$ cat src/rtl/exp_pkg.sv
// Shared constants and types of the I/O expander core
package exp_pkg;
  // ----------------------------------------
  // Sizes and timing
  // ----------------------------------------
  localparam int PINS           = 16;
  localparam int CLK_MHZ        = 100;
  localparam int SPIKE_NS       = 50;
  localparam int FILT_CYC       = (SPIKE_NS * CLK_MHZ + 999) / 1000;
  localparam int ALERT_VALID_NS = 4000;
  localparam int ALERT_CYC      = (ALERT_VALID_NS * CLK_MHZ) / 1000;
  // ----------------------------------------
  // Addressing and register indexes
  // ----------------------------------------
  localparam logic [4:0] ADDR_FIXED = 5'h1d;
  localparam logic [6:0] GEN_CALL   = 7'h00;
  localparam logic [1:0] PAIR_IN    = 2'h0;
  localparam logic [1:0] PAIR_OUT   = 2'h1;
  localparam logic [1:0] PAIR_POL   = 2'h2;
  localparam logic [1:0] PAIR_CFG   = 2'h3;
  localparam logic [7:0] ERR_CMD    = 8'h00;
  // ----------------------------------------
  // Reset values
  // ----------------------------------------
  localparam logic [15:0] OUT_RST = 16'hffff;
  localparam logic [15:0] POL_RST = 16'h0000;
  localparam logic [15:0] CFG_RST = 16'hffff;
  localparam logic [2:0]  PTR_RST = 3'h0;
  localparam logic [19:0] SYNC_RST = 20'h3_0000;
  typedef enum {
    S_IDLE, S_ADDR, S_ADDR_ACK, S_WR, S_WR_ACK,
    S_RD, S_RD_ACK, S_OTHER_ACK, S_WAIT
  } exp_state_t;
endpackage

$ cat src/rtl/exp_alert_if.sv
// Carrier between the bus core and the change-alert unit
`timescale 1ns/1ps
interface exp_alert_if;
  logic [exp_pkg::PINS-1:0] pin_lvl;
  logic [exp_pkg::PINS-1:0] watch;
  logic [1:0]               clr;
  logic                     alert;
  modport core (output pin_lvl, output watch, output clr, input alert);
  modport unit (input pin_lvl, input watch, input clr, output alert);
endinterface

$ cat src/rtl/exp_alert.sv
// Change-alert unit: compares input pins against last read levels
`timescale 1ns/1ps
module exp_alert (
  input wire logic   clk,
  input wire logic   rst_n,
  exp_alert_if.unit  a
);
  import exp_pkg::*;
  localparam int ALV_MAX = ALERT_CYC;
  // Two sync flops, the filter run and a little margin
  localparam logic [3:0] SETTLE_END = 4'(FILT_CYC + 4);
  logic [PINS-1:0] snap_reg;
  logic            primed_reg;
  logic [3:0]      settle_reg;
  logic            alert_reg;
  logic [1:0]      pend;
  // ----------------------------------------
  // Snapshot per 8-pin port
  // ----------------------------------------
  // Filtered pins start at zero, so wait until they show the real levels
  always_ff @(posedge clk or negedge rst_n) begin
    if (!rst_n) begin
      settle_reg <= 4'h0;
      primed_reg <= 1'b0;
    end else begin
      if (settle_reg != SETTLE_END) begin
        settle_reg <= settle_reg + 4'h1;
      end
      primed_reg <= (settle_reg == SETTLE_END);
    end
  end
  for (genvar p = 0; p < 2; p++) begin : g_port
    // Snapshot follows the pins until settled, so no alert at start-up
    always_ff @(posedge clk or negedge rst_n) begin
      if (!rst_n) begin
        snap_reg[p*8 +: 8] <= 8'h00;
      end else if (!primed_reg || a.clr[p]) begin
        snap_reg[p*8 +: 8] <= a.pin_lvl[p*8 +: 8];
      end
    end
    // Only input-mode pins may differ; return to old level clears
    assign pend[p] = primed_reg &&
      |((a.pin_lvl[p*8 +: 8] ^ snap_reg[p*8 +: 8]) & a.watch[p*8 +: 8]);
  end
  // Registered so the pin driver comes straight from a flop
  always_ff @(posedge clk or negedge rst_n) begin
    if (!rst_n) begin
      alert_reg <= 1'b0;
    end else begin
      alert_reg <= |pend;
    end
  end
  assign a.alert = alert_reg;
endmodule

$ cat src/rtl/exp_core.sv
// Two-wire slave core of a 16-bit remote I/O expander
`timescale 1ns/1ps
// Summary of operation
// - Reset pin low holds all defaults
// - Power-on reset initialises registers and bus
// - Input pins have both drivers off
// - Output pins follow output latch bits
// - Input pin edge raises alert promptly
// - Alert clears on level return or read
// - Read clear at ack bit after rise
// - Later changes raise the alert again
// - Outputs and foreign writes never alert
// - Output to input switch may alert
// - Alert clearing is tracked per port
// - Alert is open-drain, pulls low only
// - Command 00h plus foreign read ack clears
// - Start is data fall while clock high
// - Address MSB first, general call ignored
// - Matching address acked low during high
// - Data changes only while clock low
// - Stop is data rise, return idle
// - Each byte gets one acknowledge bit
// - Master nack ends read, release data
// - Address 1110 1 plus two selects
// - Command low bits pick register 0..7
// - Input register reads pin levels XOR polarity bits
// - Direction 1 input, 0 output
module exp_core (
  input  wire logic                     clk,
  input  wire logic                     rst_n,
  input  wire logic                     por_n,
  input  wire logic                     scl_i,
  input  wire logic                     sda_i,
  output logic                          sda_o,
  output logic                          sda_oe,
  input  wire logic                     addr_select_lo,
  input  wire logic                     addr_select_hi,
  input  wire logic [exp_pkg::PINS-1:0] io_i,
  output logic      [exp_pkg::PINS-1:0] io_o,
  output logic      [exp_pkg::PINS-1:0] io_oe,
  output logic                          alert_o,
  output logic                          alert_oe
);
  import exp_pkg::*;
  // ----------------------------------------
  // Reset release
  // ----------------------------------------
  logic rst_meta_reg;
  logic rst_s_n;
  logic any_rst_n;
  assign any_rst_n = rst_n & por_n;
  // Either source resets at once, release is synchronous
  always_ff @(posedge clk or negedge any_rst_n) begin
    if (!any_rst_n) begin
      rst_meta_reg <= 1'b0;
      rst_s_n      <= 1'b0;
    end else begin
      rst_meta_reg <= 1'b1;
      rst_s_n      <= rst_meta_reg;
    end
  end
  // ----------------------------------------
  // Input conditioning
  // ----------------------------------------
  logic [19:0]     raw;
  logic [19:0]     filt;
  logic [PINS-1:0] pins_f;
  logic            scl;
  logic            sda;
  logic            a_lo;
  logic            a_hi;
  assign raw = {addr_select_hi, addr_select_lo, sda_i, scl_i, io_i};
  exp_sync #(
    .W    (20),
    .FILT (FILT_CYC),
    .RST  (SYNC_RST)
  ) u_sync (
    .clk   (clk),
    .rst_n (rst_s_n),
    .d     (raw),
    .q     (filt)
  );
  assign pins_f = filt[15:0];
  assign scl    = filt[16];
  assign sda    = filt[17];
  assign a_lo   = filt[18];
  assign a_hi   = filt[19];
  // ----------------------------------------
  // Bus edge and condition detection
  // ----------------------------------------
  logic scl_d_reg;
  logic sda_d_reg;
  logic scl_rise;
  logic scl_fall;
  logic start_c;
  logic stop_c;
  always_ff @(posedge clk or negedge rst_s_n) begin
    if (!rst_s_n) begin
      scl_d_reg <= 1'b1;
      sda_d_reg <= 1'b1;
    end else begin
      scl_d_reg <= scl;
      sda_d_reg <= sda;
    end
  end
  assign scl_rise = scl & ~scl_d_reg;
  assign scl_fall = ~scl & scl_d_reg;
  // Data moving under a high clock is framing, never a bit
  assign start_c  = scl & scl_d_reg & sda_d_reg & ~sda;
  assign stop_c   = scl & scl_d_reg & ~sda_d_reg & sda;
  // ----------------------------------------
  // Register storage
  // ----------------------------------------
  exp_state_t      state_reg;
  logic [3:0]      cnt_reg;
  logic [7:0]      sh_reg;
  logic            rw_reg;
  logic            first_reg;
  logic            nack_reg;
  logic            cmd_zero_reg;
  logic [2:0]      ptr_reg;
  logic [PINS-1:0] out_reg;
  logic [PINS-1:0] pol_reg;
  logic [PINS-1:0] dir_out_reg;
  logic [1:0]      clr_reg;
  logic            sda_oe_reg;
  logic            lo_reg;
  logic            addr_hit;
  logic            commit;
  logic            rd_next;
  // Address is fixed prefix plus the two select pins
  assign addr_hit = (sh_reg[7:1] == {ADDR_FIXED, a_hi, a_lo}) &&
                    (sh_reg[7:1] != GEN_CALL);
  assign commit  = scl_fall && state_reg == S_WR && cnt_reg == 4'h8;
  assign rd_next = scl_fall && state_reg == S_RD_ACK && !nack_reg;
  // Read value of one register; inputs show the pins flipped by the polarity bits
  function automatic logic [7:0] reg_val(input logic [2:0] idx);
    logic [3:0] l;
    l = {idx[0], 3'h0};
    case (idx[2:1])
      PAIR_IN:  reg_val = pins_f[l +: 8] ^ pol_reg[l +: 8];
      PAIR_OUT: reg_val = out_reg[l +: 8];
      PAIR_POL: reg_val = pol_reg[l +: 8];
      default:  reg_val = ~dir_out_reg[l +: 8];
    endcase
  endfunction
  // Byte for the next read slot; a call result cannot be bit-selected
  logic [7:0] rd_byte;
  assign rd_byte = reg_val(rd_next ? {ptr_reg[2:1], ~ptr_reg[0]} : ptr_reg);
  // ----------------------------------------
  // Slave state machine
  // ----------------------------------------
  always_ff @(posedge clk or negedge rst_s_n) begin
    if (!rst_s_n) begin
      state_reg <= S_IDLE;
      cnt_reg   <= 4'h0;
      rw_reg    <= 1'b0;
      first_reg <= 1'b0;
      nack_reg  <= 1'b0;
    end else if (stop_c) begin
      state_reg <= S_IDLE;
    end else if (start_c) begin
      state_reg <= S_ADDR;
      cnt_reg   <= 4'h0;
    end else begin
      case (state_reg)
        S_ADDR, S_WR, S_RD: begin
          if (scl_rise) begin
            cnt_reg <= cnt_reg + 4'h1;
          end
          if (scl_fall && cnt_reg == 4'h8) begin
            cnt_reg <= 4'h0;
            if (state_reg == S_ADDR) begin
              rw_reg    <= sh_reg[0];
              state_reg <= addr_hit ? S_ADDR_ACK : S_OTHER_ACK;
            end else begin
              state_reg <= (state_reg == S_WR) ? S_WR_ACK : S_RD_ACK;
            end
          end
        end
        S_ADDR_ACK: begin
          if (scl_fall) begin
            first_reg <= 1'b1;
            state_reg <= rw_reg ? S_RD : S_WR;
          end
        end
        S_WR_ACK: begin
          if (scl_fall) begin
            first_reg <= 1'b0;
            state_reg <= S_WR;
          end
        end
        S_RD_ACK: begin
          if (scl_rise) begin
            nack_reg <= sda;
          end
          if (scl_fall) begin
            state_reg <= nack_reg ? S_WAIT : S_RD;
          end
        end
        S_OTHER_ACK: begin
          if (scl_fall) begin
            state_reg <= S_WAIT;
          end
        end
        default: begin
        end
      endcase
    end
  end
  // ----------------------------------------
  // Shifter and data line drive
  // ----------------------------------------
  // Drive is set only on a clock fall and released at a start or stop, so the line is stable while high
  always_ff @(posedge clk or negedge rst_s_n) begin
    if (!rst_s_n) begin
      sh_reg     <= 8'h00;
      sda_oe_reg <= 1'b0;
    end else if (stop_c || start_c) begin
      sda_oe_reg <= 1'b0;
    end else if (scl_rise && (state_reg == S_ADDR || state_reg == S_WR)) begin
      sh_reg <= {sh_reg[6:0], sda};
    end else if (scl_fall) begin
      case (state_reg)
        S_ADDR: sda_oe_reg <= (cnt_reg == 4'h8) && addr_hit;
        S_WR:   sda_oe_reg <= (cnt_reg == 4'h8);
        S_ADDR_ACK, S_RD_ACK: begin
          if (state_reg == S_ADDR_ACK && !rw_reg || nack_reg && state_reg == S_RD_ACK) begin
            sda_oe_reg <= 1'b0;
          end else begin
            sda_oe_reg <= ~rd_byte[7];
            sh_reg     <= {rd_byte[6:0], 1'b0};
          end
        end
        S_RD: begin
          // Master owns the ack slot after the eighth bit
          sda_oe_reg <= (cnt_reg != 4'h8) && !sh_reg[7];
          sh_reg     <= {sh_reg[6:0], 1'b0};
        end
        default: sda_oe_reg <= 1'b0;
      endcase
    end
  end
  // ----------------------------------------
  // Pointer and writable registers
  // ----------------------------------------
  // Pairs toggle the low bit so a burst alternates port 0 and 1
  always_ff @(posedge clk or negedge rst_s_n) begin
    if (!rst_s_n) begin
      ptr_reg      <= PTR_RST;
      cmd_zero_reg <= 1'b0;
    end else if (commit && first_reg) begin
      ptr_reg      <= sh_reg[2:0];
      cmd_zero_reg <= (sh_reg == ERR_CMD);
    end else if (commit || rd_next) begin
      ptr_reg <= {ptr_reg[2:1], ~ptr_reg[0]};
    end
  end
  always_ff @(posedge clk or negedge rst_s_n) begin
    if (!rst_s_n) begin
      out_reg     <= OUT_RST;
      pol_reg     <= POL_RST;
      dir_out_reg <= ~CFG_RST;
    end else if (commit && !first_reg) begin
      case (ptr_reg[2:1])
        PAIR_OUT: out_reg[{ptr_reg[0], 3'h0} +: 8] <= sh_reg;
        PAIR_POL: pol_reg[{ptr_reg[0], 3'h0} +: 8] <= sh_reg;
        PAIR_CFG: dir_out_reg[{ptr_reg[0], 3'h0} +: 8] <= ~sh_reg;
        default: begin
        end
      endcase
    end
  end
  // ----------------------------------------
  // Alert clearing
  // ----------------------------------------
  // Clears fire on the ack clock rise; a change in that cycle is lost
  always_ff @(posedge clk or negedge rst_s_n) begin
    if (!rst_s_n) begin
      clr_reg <= 2'b00;
    end else if (scl_rise && state_reg == S_RD_ACK && ptr_reg[2:1] == PAIR_IN) begin
      clr_reg <= ptr_reg[0] ? 2'b10 : 2'b01;
    end else if (scl_rise && state_reg == S_OTHER_ACK && rw_reg && !sda && cmd_zero_reg) begin
      clr_reg <= 2'b01;
    end else begin
      clr_reg <= 2'b00;
    end
  end
  always_ff @(posedge clk or negedge rst_s_n) begin
    if (!rst_s_n) begin
      lo_reg <= 1'b0;
    end else begin
      lo_reg <= 1'b0;
    end
  end
  exp_alert_if u_if ();
  assign u_if.pin_lvl = pins_f;
  assign u_if.watch   = ~dir_out_reg;
  assign u_if.clr     = clr_reg;
  exp_alert u_alert (
    .clk   (clk),
    .rst_n (rst_s_n),
    .a     (u_if.unit)
  );
  // ----------------------------------------
  // Outputs
  // ----------------------------------------
  assign io_o     = out_reg;
  assign io_oe    = dir_out_reg;
  assign sda_o    = lo_reg;
  assign sda_oe   = sda_oe_reg;
  assign alert_o  = lo_reg;
  assign alert_oe = u_if.alert;
endmodule

$ cat src/rtl/exp_sync.sv
// Two-flop synchroniser with per-bit glitch filter
`timescale 1ns/1ps
module exp_sync #(
  parameter int            W    = 20,
  parameter int            FILT = 5,
  parameter logic [W-1:0]  RST  = '0
) (
  input  wire logic         clk,
  input  wire logic         rst_n,
  input  wire logic [W-1:0] d,
  output logic      [W-1:0] q
);
  localparam int CW = $clog2(FILT + 1);
  localparam logic [CW-1:0] LAST = CW'(FILT - 1);
  // ----------------------------------------
  // One filter per bit
  // ----------------------------------------
  for (genvar i = 0; i < W; i++) begin : g_bit
    logic          m1_reg;
    logic          m2_reg;
    logic          q_reg;
    logic [CW-1:0] cnt_reg;
    // A level must hold FILT cycles before it is believed
    always_ff @(posedge clk or negedge rst_n) begin
      if (!rst_n) begin
        m1_reg  <= RST[i];
        m2_reg  <= RST[i];
        q_reg   <= RST[i];
        cnt_reg <= '0;
      end else begin
        m1_reg <= d[i];
        m2_reg <= m1_reg;
        if (m2_reg == q_reg) begin
          cnt_reg <= '0;
        end else if (cnt_reg == LAST) begin
          q_reg   <= m2_reg;
          cnt_reg <= '0;
        end else begin
          cnt_reg <= cnt_reg + 1'b1;
        end
      end
    end
    assign q[i] = q_reg;
  end
endmodule

$ cat config.mk
export PLATFORM = sky130hd
export DESIGN_NAME = exp_core
export DESIGN_NICKNAME = d
export VERILOG_FILES = /design/src/rtl/exp_pkg.sv /design/src/rtl/exp_alert_if.sv /design/src/rtl/exp_alert.sv /design/src/rtl/exp_core.sv /design/src/rtl/exp_sync.sv
export SDC_FILE = /design/constraint.sdc
export NUM_CORES = 1
export LEC_CHECK = 0
export BUFFER_PORTS_ARGS = -buffer_cell sky130_fd_sc_hd__clkbuf_2
export CAP_MARGIN = 10
export CELL_PAD_IN_SITES_DETAIL_PLACEMENT = 0
export CELL_PAD_IN_SITES_GLOBAL_PLACEMENT = 1
export CORE_MARGIN = 4
export CORE_UTILIZATION = 35
export DETAILED_ROUTE_END_ITERATION = 8
export GPL_TIMING_DRIVEN = 0
export PLACE_DENSITY_LB_ADDON = 0.1
export SKIP_CTS_REPAIR_TIMING = 1
export SLEW_MARGIN = 10
export SYNTH_ARGS = -nofsm -noshare
export SYNTH_HDL_FRONTEND = slang
export SYNTH_SLANG_ARGS = --single-unit
$ cat constraint.sdc
create_clock -name clk -period 11.05 [get_ports clk]
set_input_delay 1.105 -clock clk [delete_from_list [all_inputs] [get_ports clk]]
set_output_delay 1.105 -clock clk [all_outputs]
set_load 0.05 [all_outputs]
# Word level (Yosys, flattened, before mapping)
# Cells that the tools add are included.
totals:
  wordCells: 408
  output_inout_bits: 36
  in_bits: 23
  n_memories: 0
  ramBits: 0
  latchBits: 0
  romBits: 0
  ff_bits: 248
classes:
  add_sub_neg: 23
  n_lt_le_gt_ge: 0
  multipliers: 0
  n_shift: 7
  n_bitwise: 45
  n_mux: 79
  eq_ne: 71
  reduce_logical: 80
  n_div: 0
op_table:
  columns: ["operator", "n"]
  rows:
  - ["2-to-1 mux 32 bit", 7]
  - ["equality test 32 x 3 -> 1 bit, second input constant", 6]
  - ["one-hot mux 32 bit (5 select lines)", 1]
  - ["2-to-1 mux 3 bit", 44]
  - ["equality test 32 x 2 -> 1 bit, second input constant", 3]
  - ["equality test 32 x 4 -> 1 bit, second input constant", 2]
  - ["variable part select 16 x 5 -> 8 bit", 4]
  - ["adder 3 x 1 -> 3 bit, second input constant", 20]
  - ["equality test 3 bit, second input constant", 20]
  - ["bitwise mux 16 bit", 3]
  - ["AND reduction 2 bit", 24]
  - ["equality test 32 x 1 -> 1 bit, second input constant", 1]
  - ["variable part select 8 x 6 -> 16 bit", 2]
  - ["NOT 1 bit", 29]
  - ["inequality test 4 bit, second input constant", 7]
  - ["2-to-1 mux 8 bit", 3]
  - ["one-hot mux 8 bit (3 select lines)", 1]
  - ["XOR 8 bit", 3]
  - ["logical AND 1 bit", 21]
  - ["equality test 1 bit", 20]
  - ["2-to-1 mux 4 bit", 5]
  - ["AND 8 bit", 2]
  - ["NOT 16 bit", 1]
  - ["NOT 8 bit", 2]
  - ["other kinds (29)", 74]

# Longest topological paths before layout
depth:
  ltp_word: 14
  depth_mapped: 8

# Modules after synthesis
# A second synthesis with hierarchy kept.
unflattened:
  cells_unflattened: 974
  area_unflattened_um2: 10821.6
modules_own_cells:
  columns: ["module", "cells_per_inst", "area_per_inst_um2", "n_inst"]
  rows:
  - ["exp_sync", 380, 4972.3, 1]
  - ["exp_core", 513, 4795.8, 1]
  - ["exp_alert", 81, 1053.5, 1]

# Worst setup path before layout
# No wires, ideal clock.
synth_path:
  path_type: "register to register"
  startpoint: "register cnt_reg[0]"
  endpoint: "register dir_out_reg[0], in the netlist io_oe[0]"
  path_buffers: 0
  stages_incl_launch_ff: 8
  setup_slack_ps: 8843
  arrival_ps: 2079
  cell_sequence: "dfrtp_1 > inv_1 > ha_1 > nand3b_1 > nor4_4 > nand2b_2 > nor3_4 > mux2_1"
synth_between:
  elab_chain_cells: 4
synth_lines:
  columns: ["element", "line", "source"]
  rows:
  - ["start, declared", "exp_core.sv:115", "logic [3:0] cnt_reg;"]
  - ["start signal, assigned", "exp_core.sv:169", "cnt_reg <= cnt_reg + 4'h1;"]
  - ["equality test 4 bit", "exp_core.sv:134", "assign commit = scl_fall && state_reg == S_WR && cnt_reg == 4'h8;"]
  - ["logical AND 1 bit", "exp_core.sv:134", null]
  - ["logical AND 1 bit", "exp_core.sv:264", "end else if (commit && !first_reg) begin"]
  - ["AND reduction 2 bit (no line)", null, null]
  - ["end signal, assigned", "exp_core.sv:263", "dir_out_reg <= ~CFG_RST;"]
  - ["end signal, assigned by index", "exp_core.sv:268", "PAIR_CFG: dir_out_reg[{ptr_reg[0], 3'h0} +: 8] <= ~sh_reg;"]
  - ["end, declared", "exp_core.sv:124", "logic [PINS-1:0] dir_out_reg;"]
# No other way between the ends.
# A chain may end at the register's enable or synchronous reset.

# Worst setup path in the final report
layout_path:
  startpoint: "register ptr_reg[0]"
  endpoint: "register out_reg[8], in the netlist io_o[8]"
layout_between:
  elab_chain_cells: 3
  elab_cells_between_ends: 4
layout_lines:
  columns: ["element", "line", "source"]
  rows:
  - ["start, declared", "exp_core.sv:121", "logic [2:0] ptr_reg;"]
  - ["start signal, assigned", "exp_core.sv:253", "ptr_reg <= sh_reg[2:0];"]
  - ["start signal, assigned", "exp_core.sv:256", "ptr_reg <= {ptr_reg[2:1], ~ptr_reg[0]};"]
  - ["negator 4 -> 6 bit *", "exp_core.sv:266", "PAIR_OUT: out_reg[{ptr_reg[0], 3'h0} +: 8] <= sh_reg;"]
  - ["variable part select 8 x 6 -> 16 bit or variable shift 8 x 6 -> 16 bit (tied branches)", "exp_core.sv:266", null]
  - ["bitwise mux 16 bit *", "exp_core.sv:266", null]
  - ["end signal, assigned by index", "exp_core.sv:266", null]
  - ["end, declared", "exp_core.sv:122", "logic [PINS-1:0] out_reg;"]
# Every way passes the cells marked *; elsewhere a longest branch is shown, timed or not.

==> impl_metrics.ini <==
[floorplanning]
die_y_um = 182
rows = 63
initial_core_util = 0.356
die_w_um = 182
design.die.area_um2 = 33200
core_um2 = 29800
ios = 59

[power_and_ir_drop]
power_density_nw_per_um2 = 238
totalPowerFinal_w = 0.00295
ir_drop_mv = 0.112
leakagePower_nw = 5.40

[synth]
synth_edf_count = 0
synth-warning-count = 0
synth_mux_area_frac = 0.107
synth_compound_area_frac = 0.0858
synthAdderAreaFrac = 0.0519
ys_seq_elements = 220
ys_seq_area_frac = 0.522
syn_area_um2 = 10600
synth_xor_area_frac = 0.0479
synth_cell_type_count = 74
synth.top_cell.area_share = 0.462
synth.area.top_cells = dfrtp_1 (46%), mux2_2 (6.2%), dfstp_2 (5.9%)
yosys.area_share.simple = 0.145
synth_top_family_by_area = simple AND/OR/NAND/NOR gates
ys_async_sr_fraction = 1.00
syn_area_per_cell_um2 = 11.3
syn_inst = 942
synth_top_area_cell = dfrtp_1
synthFlopType = dfrtp_1

[place]
port_buffers = 56
hpwl_um = 19300
routabilityCongestion = 0.836

[sta]
period_share = 0.255
timing_hold_violations_final = 0
slew_headroom = 0.334
min_period_ns = 2.82
fmax_mhz = 355
setup_viol = 0
tightest_slew_ns = 0.990
rsz0062_at_grt = false
final_max_slew_viol_count = 0
tns_ns = 0
finClkSkew_ns = 0.0198

[setup_path]
crit_buf_inv = 3
cp_top_family = buffers and inverters
cp.required_ns = 11.52
critPathArrivalTime_ns = 3.29
crit_fanout = 10
worstSetupPathType = reg -> reg
crit_slowest_cell = nand3_1
cp-start-kind = register
critPathCaptureType = register
slowest_delay_ns = 0.63
crit_chain = buf_2 -> buf_1 -> clkbuf_1 -> nand3_1 -> mux2_2

[cts]
cts_buffer_depth = 3
cts_tree = built
root_buffer = clkbuf_16
h-tree-depth = 1
clkLatencyLatePin_ns = 0.55
cts.sinks = 220
cts_buffers = 27
cts.clk_slew.worst_paths_ns = 0.06

[finish]
nNetsFinal = 1099
drive_above_1_share = 0.210
n_fill_cell = 2958
area_growth_pct = 16.8
largest_reg_flops = 60
diodes = 0

[hold_path]
hold_path.class = reg -> async

[routing]
dr_wl_met2_um = 12400
dr_total_vias = 7229
wl_met3_um = 1090
drt-initial-drc-count = 441
avgViaCountPerCell = 5.01
met1_length_um = 12500
drtAntennaViolNets = 0
avgRoutedWirePerCell_um = 18.5
drt_wl_total_um = 26600
top_layer_used = met4
drcViolationCount = 0
drtPass1Iterations = 5

[global_routing]
antenna_found_initial = 0
grt_usage = 0.162
grt_max_degree = 60
grt_overflow_total = 0
grt_pass1_wl_um = 43000
grt_pass1_vias = 7433

[flow_run]
drv_cap = 0

[outcome]
status = completed
==> routing by layer <==
| layer | up-vias | global-route usage |
|---|---|---|
| met3 | 37 | 0.0313 |
| met1 | 3597 | 0.225 |
| met4 | 0 | 0.0381 |
| met5 | - | 0 |
| met2 | 119 | 0.264 |
| li1 | 3476 | - |
==> path summary, 6_finish.rpt <==
kind	from	endpoint	slack (ns)	cells past startpoint
max in group asynchronous	rst_s_n$_DFF_PN0_	io_o[2]$_DFFE_PN1P_	9.79	2
min	rst_s_n$_DFF_PN0_	u_sync.g_bit[5].cnt_reg[1]$_DFF_PN0_	0.27	0
max reg2reg	ptr_reg[0]$_DFFE_PN0P_	io_o[8]$_DFFE_PN1P_	8.23	5
min reg2reg	rst_s_n$_DFF_PN0_	u_sync.g_bit[5].cnt_reg[1]$_DFF_PN0_	0.27	0
max	ptr_reg[0]$_DFFE_PN0P_	io_o[8]$_DFFE_PN1P_	8.23	5
min in group clk	u_sync.g_bit[13].m1_reg$_DFF_PN0_	u_sync.g_bit[13].m2_reg$_DFF_PN0_	0.35	0
==> stage by stage <==
step | instance area (um2) | utilization | setup WS (ns) | hold WS (ns) | instances
floorplan | 10600 | - | 4.51 | 0.331 | 943
global placement | 11400 | 0.382 | 1.40 | 0.331 | 1389
detailed placement | 11500 | 0.386 | 8.24 | 0.291 | 1393
CTS | 12400 | 0.416 | 8.23 | 0.296 | 1442
global route | 12400 | 0.416 | 8.07 | 0.316 | 1442
finish | 12400 | 0.416 | 8.23 | 0.271 | 1442
==> report_power, final <==
group | internal [W] | leakage [nW] | total (W) | switching (W)
Clock | 0.000536 | 0.459 | 0.000891 | 0.000355
Sequential | 0.000982 | 2.76 | 0.00115 | 0.000165
Combinational | 0.000383 | 2.18 | 0.000915 | 0.000532
==> cell families (layout without fill, tap and decap cells) <==
| family | count (synthesis) | in the layout |
|---|---|---|
| simple gates | 275 | 275 |
| flops | 220 | 220 |
| compound gates | 134 | 134 |
| buf+inv | 105 | 214 |
| mux | 104 | 104 |
| xor+xnor | 58 | 58 |
| fa+ha+maj | 44 | 44 |
| other cells | 2 | 3 |
==> cell usage after synthesis, drive strengths merged, types with 3 or more instances <==
cell / n
a211oi: 7
nand2b: 12
nand2: 63
dfstp: 24
a222oi: 3
mux2: 76
a31o: 3
o21ai: 26
nand4b: 6
xor2: 9
o31ai: 4
nor2b: 30
a31oi: 12
or2: 5
a311oi: 7
buf: 15
nand4: 12
a2111oi: 7
ha: 44
a21boi: 4
nor4: 10
inv: 62
dfrtp: 196
nor3b: 23
and2: 11
nor3: 10
nand3: 12
o22ai: 16
xnor2: 49
o211ai: 7
clkbuf: 28
mux2i: 28
or4: 5
a41oi: 3
nor2: 63
a21oi: 24
==> cells in the final DEF, fill, tap and decap left out, types with 5 or more instances in the layout <==
cell,n
o22ai_1,16
clkbuf_2,56
nor3b_1,21
mux2_1,18
dfrtp_1,195
clkbuf_1,30
a21oi_1,24
and2_1,10
inv_1,62
nand2_1,63
ha_1,44
nor3_1,8
xor2_1,9
nand4b_1,6
a31oi_1,12
a211oi_1,7
or2_2,5
nor4_1,8
nor2_1,62
nand2b_1,10
clkinv_2,10
mux2_2,58
a311oi_1,6
mux2i_1,28
a2111oi_0,5
nand3_1,12
nand4_1,12
xnor2_1,49
o211ai_1,7
clkbuf_8,6
or4_1,5
dfstp_2,24
nor2b_1,30
buf_2,9
clkbuf_16,27
o21ai_0,21
==> area by class of cell <==
cell class / count / area [um2] / area share
sequential: 220 / 5540 / 0.447
multi-input combinational: 618 / 4660 / 0.376
clock buffer: 35 / 766 / 0.0618
tap: 390 / 488 / 0.0394
timing repair buffer: 60 / 383 / 0.0309
inverter: 62 / 233 / 0.0188
buffer: 43 / 191 / 0.0154
clock inverter: 14 / 139 / 0.0112
Note: power is estimated with default switching activity, not from simulation.
